**config.mk**
```make
export PLATFORM = sky130hd
export DESIGN_NAME = port_a_low_pin_function_select
export DESIGN_NICKNAME = d
export VERILOG_FILES = /design/src/inc/pin_mux_pkg.sv /design/src/rtl/port_a_low_pin_function_select.sv
export SDC_FILE = /design/constraint.sdc
export NUM_CORES = 1
export LEC_CHECK = 0
export BUFFER_PORTS_ARGS = -buffer_cell sky130_fd_sc_hd__buf_4
export CORE_MARGIN = 3
export CORE_UTILIZATION = 40
export CTS_BUF_LIST = sky130_fd_sc_hd__clkbuf_4 sky130_fd_sc_hd__clkbuf_8
export CTS_CLUSTER_SIZE = 10
export DETAILED_ROUTE_END_ITERATION = 8
export PLACE_DENSITY = 0.8
export SYNTH_ARGS = -nofsm -noshare
export SYNTH_HDL_FRONTEND = slang
export SYNTH_SLANG_ARGS = --single-unit
```
**constraint.sdc**
```tcl
create_clock -name clk_sys -period 5.75 [get_ports clk_sys]
set_clock_uncertainty 0.05 [all_clocks]
set_input_delay 0 -clock clk_sys [delete_from_list [all_inputs] [get_ports clk_sys]]
set_output_delay 0 -clock clk_sys [all_outputs]
set_load 0.005 [all_outputs]
```
**src/inc/pin_mux_pkg.sv**
```systemverilog
// Purpose: Shared constants and carriers for the low port pin function select block.
// Assumes: APB with 32-bit data, one aligned word per register.
// Notes:   Register values are 16 bits wide and sit in the low half of the word.
package pin_mux_pkg;

  localparam logic [11:0] sel1_offset     = 12'h000;
  localparam logic [11:0] sel2_offset     = 12'h004;
  localparam logic [15:0] sel1_mask       = 16'h555F;
  localparam logic [15:0] sel2_mask       = 16'hFD75;
  localparam logic [15:0] sel1_reset_ext  = 16'h4000;
  localparam logic [15:0] sel1_reset_chip = 16'h0000;
  localparam logic [15:0] sel2_reset      = 16'h0000;

  localparam int pin15_bit = 14;
  localparam int pin14_bit = 12;
  localparam int pin13_bit = 10;
  localparam int pin12_bit = 8;
  localparam int pin11_bit = 6;
  localparam int pin10_bit = 4;
  localparam int pin9_lsb  = 2;
  localparam int pin8_lsb  = 0;
  localparam int pin7_lsb  = 14;
  localparam int pin6_lsb  = 12;
  localparam int pin5_lsb  = 10;
  localparam int pin4_bit  = 8;
  localparam int pin3_bit  = 6;
  localparam int pin2_lsb  = 4;
  localparam int pin1_bit  = 2;
  localparam int pin0_bit  = 0;

  localparam logic [1:0] code_gpio = 2'h0;
  localparam logic [1:0] code_alt1 = 2'h1;
  localparam logic [1:0] code_alt2 = 2'h2;
  localparam logic [1:0] code_alt3 = 2'h3;

  // Outputs of the internal peripherals that may reach the pins.
  typedef struct packed {
    logic system_clk_output;
    logic read_strobe_n;
    logic upper_write_strobe_n;
    logic lower_write_strobe_n;
    logic chip_select_zero_n;
    logic chip_select_one_n;
    logic chip_select_two_n;
    logic chip_select_three_n;
    logic serial_clock_ch0_out;
    logic serial_clock_ch0_oe;
    logic serial_clock_ch1_out;
    logic serial_clock_ch1_oe;
    logic serial_transmit_ch0;
    logic serial_transmit_ch1;
  } periph_out_t;

  // Pin levels handed to the internal peripherals; idle level when not selected.
  typedef struct packed {
    logic timer_ext_clock_a;
    logic timer_ext_clock_b;
    logic timer_ext_clock_c;
    logic timer_ext_clock_d;
    logic ext_interrupt_in_0;
    logic ext_interrupt_in_1;
    logic ext_interrupt_in_2;
    logic ext_interrupt_in_3;
    logic serial_clock_ch0_in;
    logic serial_clock_ch1_in;
    logic serial_receive_ch0;
    logic serial_receive_ch1;
    logic dma_request_in_0;
    logic dma_request_in_1;
  } periph_in_t;

endpackage

```
**src/rtl/port_a_low_pin_function_select.sv**
```systemverilog
// Purpose: Function select multiplexer for the lower sixteen pins of port A.
// Assumes: Software reaches both select registers over APB; mode straps are static levels.
// Notes:   rst is the external power-on reset only; other resets never reach this block.
//
// Summary of operation
// - Select 1 bit 14 gives pin 15 the clock; reset value follows extended mode.
// - Reserved bits read zero and ignore writes; software writes zero there.
// - Select 1 bit 12 puts the read strobe on pin 14.
// - Select 1 bit 10 puts the upper write strobe on pin 13.
// - Select 1 bit 8 puts the lower write strobe on pin 12.
// - Select 1 bit 6 puts chip select one on pin 11.
// - Select 1 bit 4 puts chip select zero on pin 10.
// - With on-chip ROM disabled in extended mode, pins 14 to 10 carry bus strobes regardless.
// - In single chip mode, bus strobe, chip select or DMA choices stay general I/O.
// - Select 1 bits 3:2 pick pin 9: I/O, timer clock D, interrupt 3.
// - Select 1 bits 1:0 pick pin 8: I/O, timer clock C, interrupt 2.
// - Select 2 bits 15:14 pick pin 7: I/O, timer clock B, chip select three.
// - Select 2 bits 13:12 pick pin 6: I/O, timer clock A, chip select two.
// - Select 2 bits 11:10 pick pin 5: I/O, serial clock 1, DMA 1, interrupt 1.
// - Select 2 bit 8 puts serial transmit 1 on pin 4.
// - Select 2 bit 6 feeds pin 3 to serial receive 1.
// - Select 2 bits 5:4 pick pin 2: I/O, serial clock 0, DMA 0, interrupt 0.
// - Select 2 bit 2 puts serial transmit 0 on pin 1.
// - Select 2 bit 0 feeds pin 0 to serial receive 0.
// - Select 2 resets to all zero, every pin general I/O.
// - Only the power-on reset loads initial values; other resets keep contents.
`timescale 1ns/1ps
`default_nettype none

module port_a_low_pin_function_select
  import pin_mux_pkg::*;
(
  input  wire logic                     clk_sys,
  input  wire logic                     rst,
  input  wire logic                     psel,
  input  wire logic                     penable,
  input  wire logic                     pwrite,
  input  wire logic [11:0]              paddr,
  input  wire logic [31:0]              pwdata,
  output logic      [31:0]              prdata,
  output logic                          pready,
  output logic                          pslverr,
  input  wire logic                     extended_mode,
  input  wire logic                     rom_disabled,
  input  wire logic [15:0]              gpio_out,
  input  wire logic [15:0]              gpio_oe,
  output logic      [15:0]              gpio_in,
  input  wire pin_mux_pkg::periph_out_t periph_out,
  output pin_mux_pkg::periph_in_t       periph_in,
  input  wire logic [15:0]              pin_in,
  output logic      [15:0]              pin_out,
  output logic      [15:0]              pin_oe
);
  import pin_mux_pkg::*;

  ////////////////////////////////////////////////////////////////////////////
  // Synchronised pins and mode straps.

  logic [15:0] pin_meta;
  logic [15:0] pin_sync;
  logic [1:0]  mode_meta;
  logic [1:0]  mode_sync;
  logic        loaded;

  always_ff @(posedge clk_sys or posedge rst) begin
    if (rst) begin
      pin_meta  <= 16'h0000;
      pin_sync  <= 16'h0000;
      mode_meta <= 2'h0;
      mode_sync <= 2'h0;
    end else begin
      pin_meta  <= pin_in;
      pin_sync  <= pin_meta;
      mode_meta <= {extended_mode, rom_disabled};
      mode_sync <= mode_meta;
    end
  end

  wire ext_mode  = mode_sync[1];
  wire rom_off   = mode_sync[0];
  wire bus_allow = ext_mode;

  ////////////////////////////////////////////////////////////////////////////
  // Select registers.

  logic [15:0] sel1;
  logic [15:0] sel2;

  wire         wr_access = psel && penable && pwrite;
  wire         hit1      = (paddr == sel1_offset);
  wire         hit2      = (paddr == sel2_offset);
  wire  [15:0] wdata     = pwdata[15:0];

  // The strap is caught on the third edge after release, once the synchroniser has settled,
  // so the reset itself only ever loads constants.
  logic [1:0] settle;

  always_ff @(posedge clk_sys or posedge rst) begin
    if (rst) begin
      settle <= 2'h0;
      loaded <= 1'b0;
    end else begin
      settle <= {settle[0], 1'b1};
      if (settle[1] && !loaded) begin
        loaded <= 1'b1;
      end
    end
  end

  always_ff @(posedge clk_sys or posedge rst) begin
    if (rst) begin
      sel1 <= sel1_reset_chip;
      sel2 <= sel2_reset;
    end else if (settle[1] && !loaded) begin
      sel1 <= ext_mode ? sel1_reset_ext : sel1_reset_chip;
    end else if (wr_access && hit1) begin
      sel1 <= wdata & sel1_mask;
    end else if (wr_access && hit2) begin
      sel2 <= wdata & sel2_mask;
    end
  end

  wire [15:0] rd_word = hit1 ? sel1 : (hit2 ? sel2 : 16'h0000);

  always_ff @(posedge clk_sys or posedge rst) begin
    if (rst) begin
      prdata <= 32'h0000_0000;
    end else if (psel && !penable && !pwrite) begin
      prdata <= {16'h0000, rd_word};
    end
  end

  assign pready  = 1'b1;
  assign pslverr = psel && penable && !(hit1 || hit2);

  ////////////////////////////////////////////////////////////////////////////
  // Function decode.

  function automatic logic bus_on(input logic sel_bit);
    bus_on = bus_allow && (sel_bit || rom_off);
  endfunction

  wire [1:0] f9 = sel1[pin9_lsb +: 2];
  wire [1:0] f8 = sel1[pin8_lsb +: 2];
  wire [1:0] f7 = sel2[pin7_lsb +: 2];
  wire [1:0] f6 = sel2[pin6_lsb +: 2];
  wire [1:0] f5 = sel2[pin5_lsb +: 2];
  wire [1:0] f2 = sel2[pin2_lsb +: 2];

  wire clk15 = sel1[pin15_bit];
  wire rd14  = bus_on(sel1[pin14_bit]);
  wire wh13  = bus_on(sel1[pin13_bit]);
  wire wl12  = bus_on(sel1[pin12_bit]);
  wire cs11  = bus_on(sel1[pin11_bit]);
  wire cs10  = bus_on(sel1[pin10_bit]);
  wire tc9   = (f9 == code_alt1);
  wire iq9   = (f9 == code_alt2);
  wire tc8   = (f8 == code_alt1);
  wire iq8   = (f8 == code_alt2);
  wire tc7   = (f7 == code_alt1);
  wire cs7   = (f7 == code_alt2) && bus_allow;
  wire tc6   = (f6 == code_alt1);
  wire cs6   = (f6 == code_alt2) && bus_allow;
  wire sc5   = (f5 == code_alt1);
  wire dq5   = (f5 == code_alt2) && bus_allow;
  wire iq5   = (f5 == code_alt3);
  wire tx4   = sel2[pin4_bit];
  wire rx3   = sel2[pin3_bit];
  wire sc2   = (f2 == code_alt1);
  wire dq2   = (f2 == code_alt2) && bus_allow;
  wire iq2   = (f2 == code_alt3);
  wire tx1   = sel2[pin1_bit];
  wire rx0   = sel2[pin0_bit];

  // Pins given to a peripheral: driven ones and input-only ones alike.
  wire [15:0] periph_sel = {clk15, rd14, wh13, wl12, cs11, cs10, tc9 | iq9, tc8 | iq8,
                            tc7 | cs7, tc6 | cs6, sc5 | dq5 | iq5, tx4, rx3,
                            sc2 | dq2 | iq2, tx1, rx0};

  wire [15:0] periph_drv = {periph_out.system_clk_output, periph_out.read_strobe_n,
                            periph_out.upper_write_strobe_n, periph_out.lower_write_strobe_n,
                            periph_out.chip_select_one_n, periph_out.chip_select_zero_n,
                            2'h0, periph_out.chip_select_three_n,
                            periph_out.chip_select_two_n, periph_out.serial_clock_ch1_out,
                            periph_out.serial_transmit_ch1, 1'b0,
                            periph_out.serial_clock_ch0_out,
                            periph_out.serial_transmit_ch0, 1'b0};

  // Input-only functions release the pin; serial clocks follow their own enable.
  wire [15:0] periph_en  = {6'h3F, 2'h0, cs7, cs6,
                            sc5 & periph_out.serial_clock_ch1_oe, 1'b1, 1'b0,
                            sc2 & periph_out.serial_clock_ch0_oe, 1'b1, 1'b0};

  ////////////////////////////////////////////////////////////////////////////
  // Pin drive and peripheral inputs.

  genvar i;
  generate
    for (i = 0; i < 16; i++) begin : g_pin
      assign pin_out[i] = periph_sel[i] ? periph_drv[i] : gpio_out[i];
      assign pin_oe[i]  = periph_sel[i] ? periph_en[i] : gpio_oe[i];
      assign gpio_in[i] = pin_sync[i];
    end
  endgenerate

  // Deselected interrupt, DMA and receive inputs idle high so active-low requests stay quiet; clock inputs idle low.
  assign periph_in.timer_ext_clock_a   = tc6 ? pin_sync[6] : 1'b0;
  assign periph_in.timer_ext_clock_b   = tc7 ? pin_sync[7] : 1'b0;
  assign periph_in.timer_ext_clock_c   = tc8 ? pin_sync[8] : 1'b0;
  assign periph_in.timer_ext_clock_d   = tc9 ? pin_sync[9] : 1'b0;
  assign periph_in.ext_interrupt_in_0  = iq2 ? pin_sync[2] : 1'b1;
  assign periph_in.ext_interrupt_in_1  = iq5 ? pin_sync[5] : 1'b1;
  assign periph_in.ext_interrupt_in_2  = iq8 ? pin_sync[8] : 1'b1;
  assign periph_in.ext_interrupt_in_3  = iq9 ? pin_sync[9] : 1'b1;
  assign periph_in.serial_clock_ch0_in = sc2 ? pin_sync[2] : 1'b0;
  assign periph_in.serial_clock_ch1_in = sc5 ? pin_sync[5] : 1'b0;
  assign periph_in.serial_receive_ch0  = rx0 ? pin_sync[0] : 1'b1;
  assign periph_in.serial_receive_ch1  = rx3 ? pin_sync[3] : 1'b1;
  assign periph_in.dma_request_in_0    = dq2 ? pin_sync[2] : 1'b1;
  assign periph_in.dma_request_in_1    = dq5 ? pin_sync[5] : 1'b1;

endmodule // port_a_low_pin_function_select

`default_nettype wire

```
==> impl_summary.log <==
[metrics] slew at the pin closest to its max-slew limit: about 940 ps
[metrics] required time of the critical path: approximately 6000 ps
[metrics] Non-Filler Cell Area, Final: 0.00511 mm^2
[metrics] DIE HEIGHT: approximately 96 um
[metrics] Syn Inst Count: about 240
[metrics] clk slew on worst S/H paths: 80 ps
[metrics] FP Rows: 32
[metrics] number of warnings reported in the yosys synthesis log: 0
[metrics] final critical-path share of the clock period: about 33%
[metrics] ranking of synthesized cells by area: sky130_fd_sc_hd__dfrtp_1 58%, sky130_fd_sc_hd__mux2_4 4.6%, sky130_fd_sc_hd__buf_4 4.4%
[metrics] TritonCTS buffer count: 9
[metrics] CP Capture Type: flip-flop
[metrics] non-filler instance count after layout: roughly 560
[metrics] arrival time of data at the critical path endpoint: around 2100 ps
[metrics] DR WL/cell: roughly 16 um
[metrics] placement-stage cell area: approximately 0.0045 mm^2
[metrics] final count of negative-setup-slack endpoints: 0
[metrics] antenna cell count: 0
[metrics] antenna violations before repair: 0
[metrics] crit start category: flip-flop
[metrics] number of antenna-violating nets in the routed design: 0
[metrics] flip-flop and latch count after synthesis: 75
[metrics] fillcell total: just under 600
[metrics] unrepaired setup endpoints after global routing: no
[metrics] global-route congestion overflow total: 0
[metrics] LEAKAGE: ~2.5 nW
[metrics] Final Net Count: between 500 and 600
[metrics] max cap viols: 0
[metrics] cell with the most instances after synthesis: sky130_fd_sc_hd__dfrtp_1
[metrics] worst-skew pair later-pin latency: 340 ps
[metrics] CTS H-Tree Depth: 3
[metrics] global placement routability congestion: 0.753
[metrics] area grow syn2layout: 58.1%
[metrics] min Tclk post-route: around 1900 ps
[metrics] peak supply drop: between 0.15 and 0.2 mV
[metrics] synthesized area divided by synthesized cell count: 13.3 um^2
[metrics] Power per Cell Area: approximately 230 mW/mm^2
[metrics] number of vias per cell: 4.83
[metrics] vias in the first global route: between 2000 and 3000
[metrics] fmax: approximately 530 MHz
[metrics] run status: complete, no violations
[metrics] layout cells sized above 1: between 40% and 50%
[metrics] Bufs on Longest Clock Path: 2
[metrics] wire length of the first global-routing pass: between 10 and 15 mm
[metrics] area taken by flip-flops and latches: 0.00188 mm^2
[metrics] detailed-route wire length: approximately 8.9 mm
[metrics] HPWL Detailed: around 6.2 mm
[metrics] placed insts: just over 500
[metrics] final hold violation count: 0
[metrics] Die Footprint: a little over 0.009 mm^2
[metrics] Resized Gates After CTS: 0
[metrics] Pins Over Slew Limit: 0
[metrics] area share of the largest cell type after synthesis: 58.0%
[metrics] proportion of synthesized chip area in sequential cells: between 50% and 60%
[metrics] clock sinks: 75
[metrics] via count: roughly 2700
[metrics] clock tree from TritonCTS: built
[metrics] prevailing post-synth register cell: sky130_fd_sc_hd__dfrtp_1
[metrics] drt initial violations: between 90 and 100
[metrics] Max transition margin: approximately 38%
[metrics] count of input and output buffers: between 150 and 200
[metrics] WS Path Type: flip-flop to flip-flop
[metrics] Power, Total: between 1 and 1.5 mW
[metrics] Starting Density: ~41%
[metrics] final setup TNS: 0 ps
[metrics] total standard cell area after synthesis: approximately 0.0032 mm^2
[metrics] min-delay worst type: input port to flip-flop
[metrics] total routing usage reported by global routing: between 10% and 20%
[metrics] worst-path fanout max: 12
[metrics] hold buffer count at CTS: 33
[metrics] number of detailed-route iterations in the first pass: 4
[metrics] count of cell types in the netlist: 34
[metrics] total area of multi-input combinational cells: ~0.0012 mm^2
[metrics] number of enable-type register cells in the synthesized netlist: 0
[metrics] leading post-synthesis cells by instance count: 75 x sky130_fd_sc_hd__dfrtp_1, 19 x sky130_fd_sc_hd__buf_4, 15 x sky130_fd_sc_hd__a22o_1, 15 x sky130_fd_sc_hd__and2_1, 12 x sky130_fd_sc_hd__mux2_2
[metrics] Post-CTS Setup Repair Bufs: 0
[metrics] Synth area leader: sky130_fd_sc_hd__dfrtp_1
[metrics] root buf cell: sky130_fd_sc_hd__clkbuf_8
[metrics] async set-or-reset flop fraction in the synthesized netlist: 100%
[metrics] Die Wd: between 90 and 100 um
[metrics] post-route DRC violation count: 0
[metrics] largest net degree at the start of global routing: 76
[metrics] I/O pin count: about 210
[metrics] core footprint: between 0.007 and 0.008 mm^2
## worst max-delay path: stages, from the launching register on
cell and delay [ps]:
sky130_fd_sc_hd__dfrtp_1 370, sky130_fd_sc_hd__nor2b_1 200, sky130_fd_sc_hd__nor3_4 770, sky130_fd_sc_hd__mux2_1 380
## where the power goes
part | leakage, nW | internal, mW | switching, mW
sequential | 0.953 | 0.541 | 0.00877
clock | 0.112 | 0.270 | 0.195
combinational | 1.48 | 0.0908 | 0.0492
## per-stage QoR
step	util, %	hold WS (ps)	worst slack, ps
5_1_grt	65.5	27.0	3720
2_1_floorplan	-	-18.6	3790
6_report	65.5	32.9	3850
3_3_place_gp	58.2	59.3	3760
3_5_place_dp	58.2	60.5	3700
4_1_cts	65.5	12.0	3820
## final timing paths
check	startpoint	to	slack, ps	cells after the start
max	settle[1]$_DFF_PP0_	sel2[14]$_DFFE_PP0P_	3850	3
min	paddr[2]	prdata[3]$_DFFE_PP0P_	30	3
max reg2reg	settle[1]$_DFF_PP0_	sel2[14]$_DFFE_PP0P_	3850	3
min reg2reg	settle[0]$_DFF_PP0_	settle[1]$_DFF_PP0_	300	0
max in group asynchronous	rst	sel1[2]$_DFFE_PP0P_	4630	4
min in group asynchronous	rst	pin_meta[15]$_DFF_PP0_	450	4
## flip-flops by register name (all words and copies together) (netlist names)
register and cells:
loaded 1, sel1 10, prdata 14, gpio_in 16, pin_meta 16, settle 2, mode_sync 2, mode_meta 2
sel2 12
## routing by layer
layer	vias up	GRT usage (%)	wire length [um]
met5	-	0	0
met4	0	7.23	136
met3	11	4.85	648
met2	117	36.1	4830
met1	1345	22.1	3300
li1	1239	-	-
## cell usage in the layout, fill, tap and decap left out, types with 2 or more instances in the layout
cell type / n
sky130_fd_sc_hd__a22o_1: 15
sky130_fd_sc_hd__mux2_2: 12
sky130_fd_sc_hd__nor2b_1: 8
sky130_fd_sc_hd__a221o_1: 9
sky130_fd_sc_hd__nor3_4: 2
sky130_fd_sc_hd__nand2b_1: 9
sky130_fd_sc_hd__nand3b_1: 3
sky130_fd_sc_hd__nor2_1: 3
sky130_fd_sc_hd__conb_1: 20
sky130_fd_sc_hd__bufinv_16: 2
sky130_fd_sc_hd__ha_1: 4
sky130_fd_sc_hd__dfrtp_1: 75
sky130_fd_sc_hd__o21ai_0: 10
sky130_fd_sc_hd__buf_4: 172
sky130_fd_sc_hd__dlygate4sd3_1: 33
sky130_fd_sc_hd__mux2_1: 2
sky130_fd_sc_hd__and2_1: 15
sky130_fd_sc_hd__a21oi_1: 6
sky130_fd_sc_hd__nor4_4: 2
sky130_fd_sc_hd__inv_1: 6
sky130_fd_sc_hd__nand2_1: 9
sky130_fd_sc_hd__and3b_1: 3
sky130_fd_sc_hd__and3_1: 2
sky130_fd_sc_hd__mux2_4: 10
sky130_fd_sc_hd__or2_2: 4
sky130_fd_sc_hd__clkbuf_8: 11
sky130_fd_sc_hd__clkinvlp_4: 2
sky130_fd_sc_hd__nand4_1: 2
## logic make-up after synthesis
group           count (synthesis)  share of synthesized area [%]
flops                          75                           58.0
other cells                     2                          0.232
fa+ha+maj                       4                           1.55
simple gates                   67                           14.5
compound gates                 41                           9.59
buf+inv                        30                           6.23
mux                            25                           9.83
## cell type report
type	instances	area share (%)
inverter	7	0.538
multi-input combinational	157	23.9
clock inverter	5	1.64
timing repair buffer	205	31.7
tap	102	2.50
sequential	75	36.7
clock buffer	11	2.96
No activity file was read; power rests on OpenSTA's default activity.
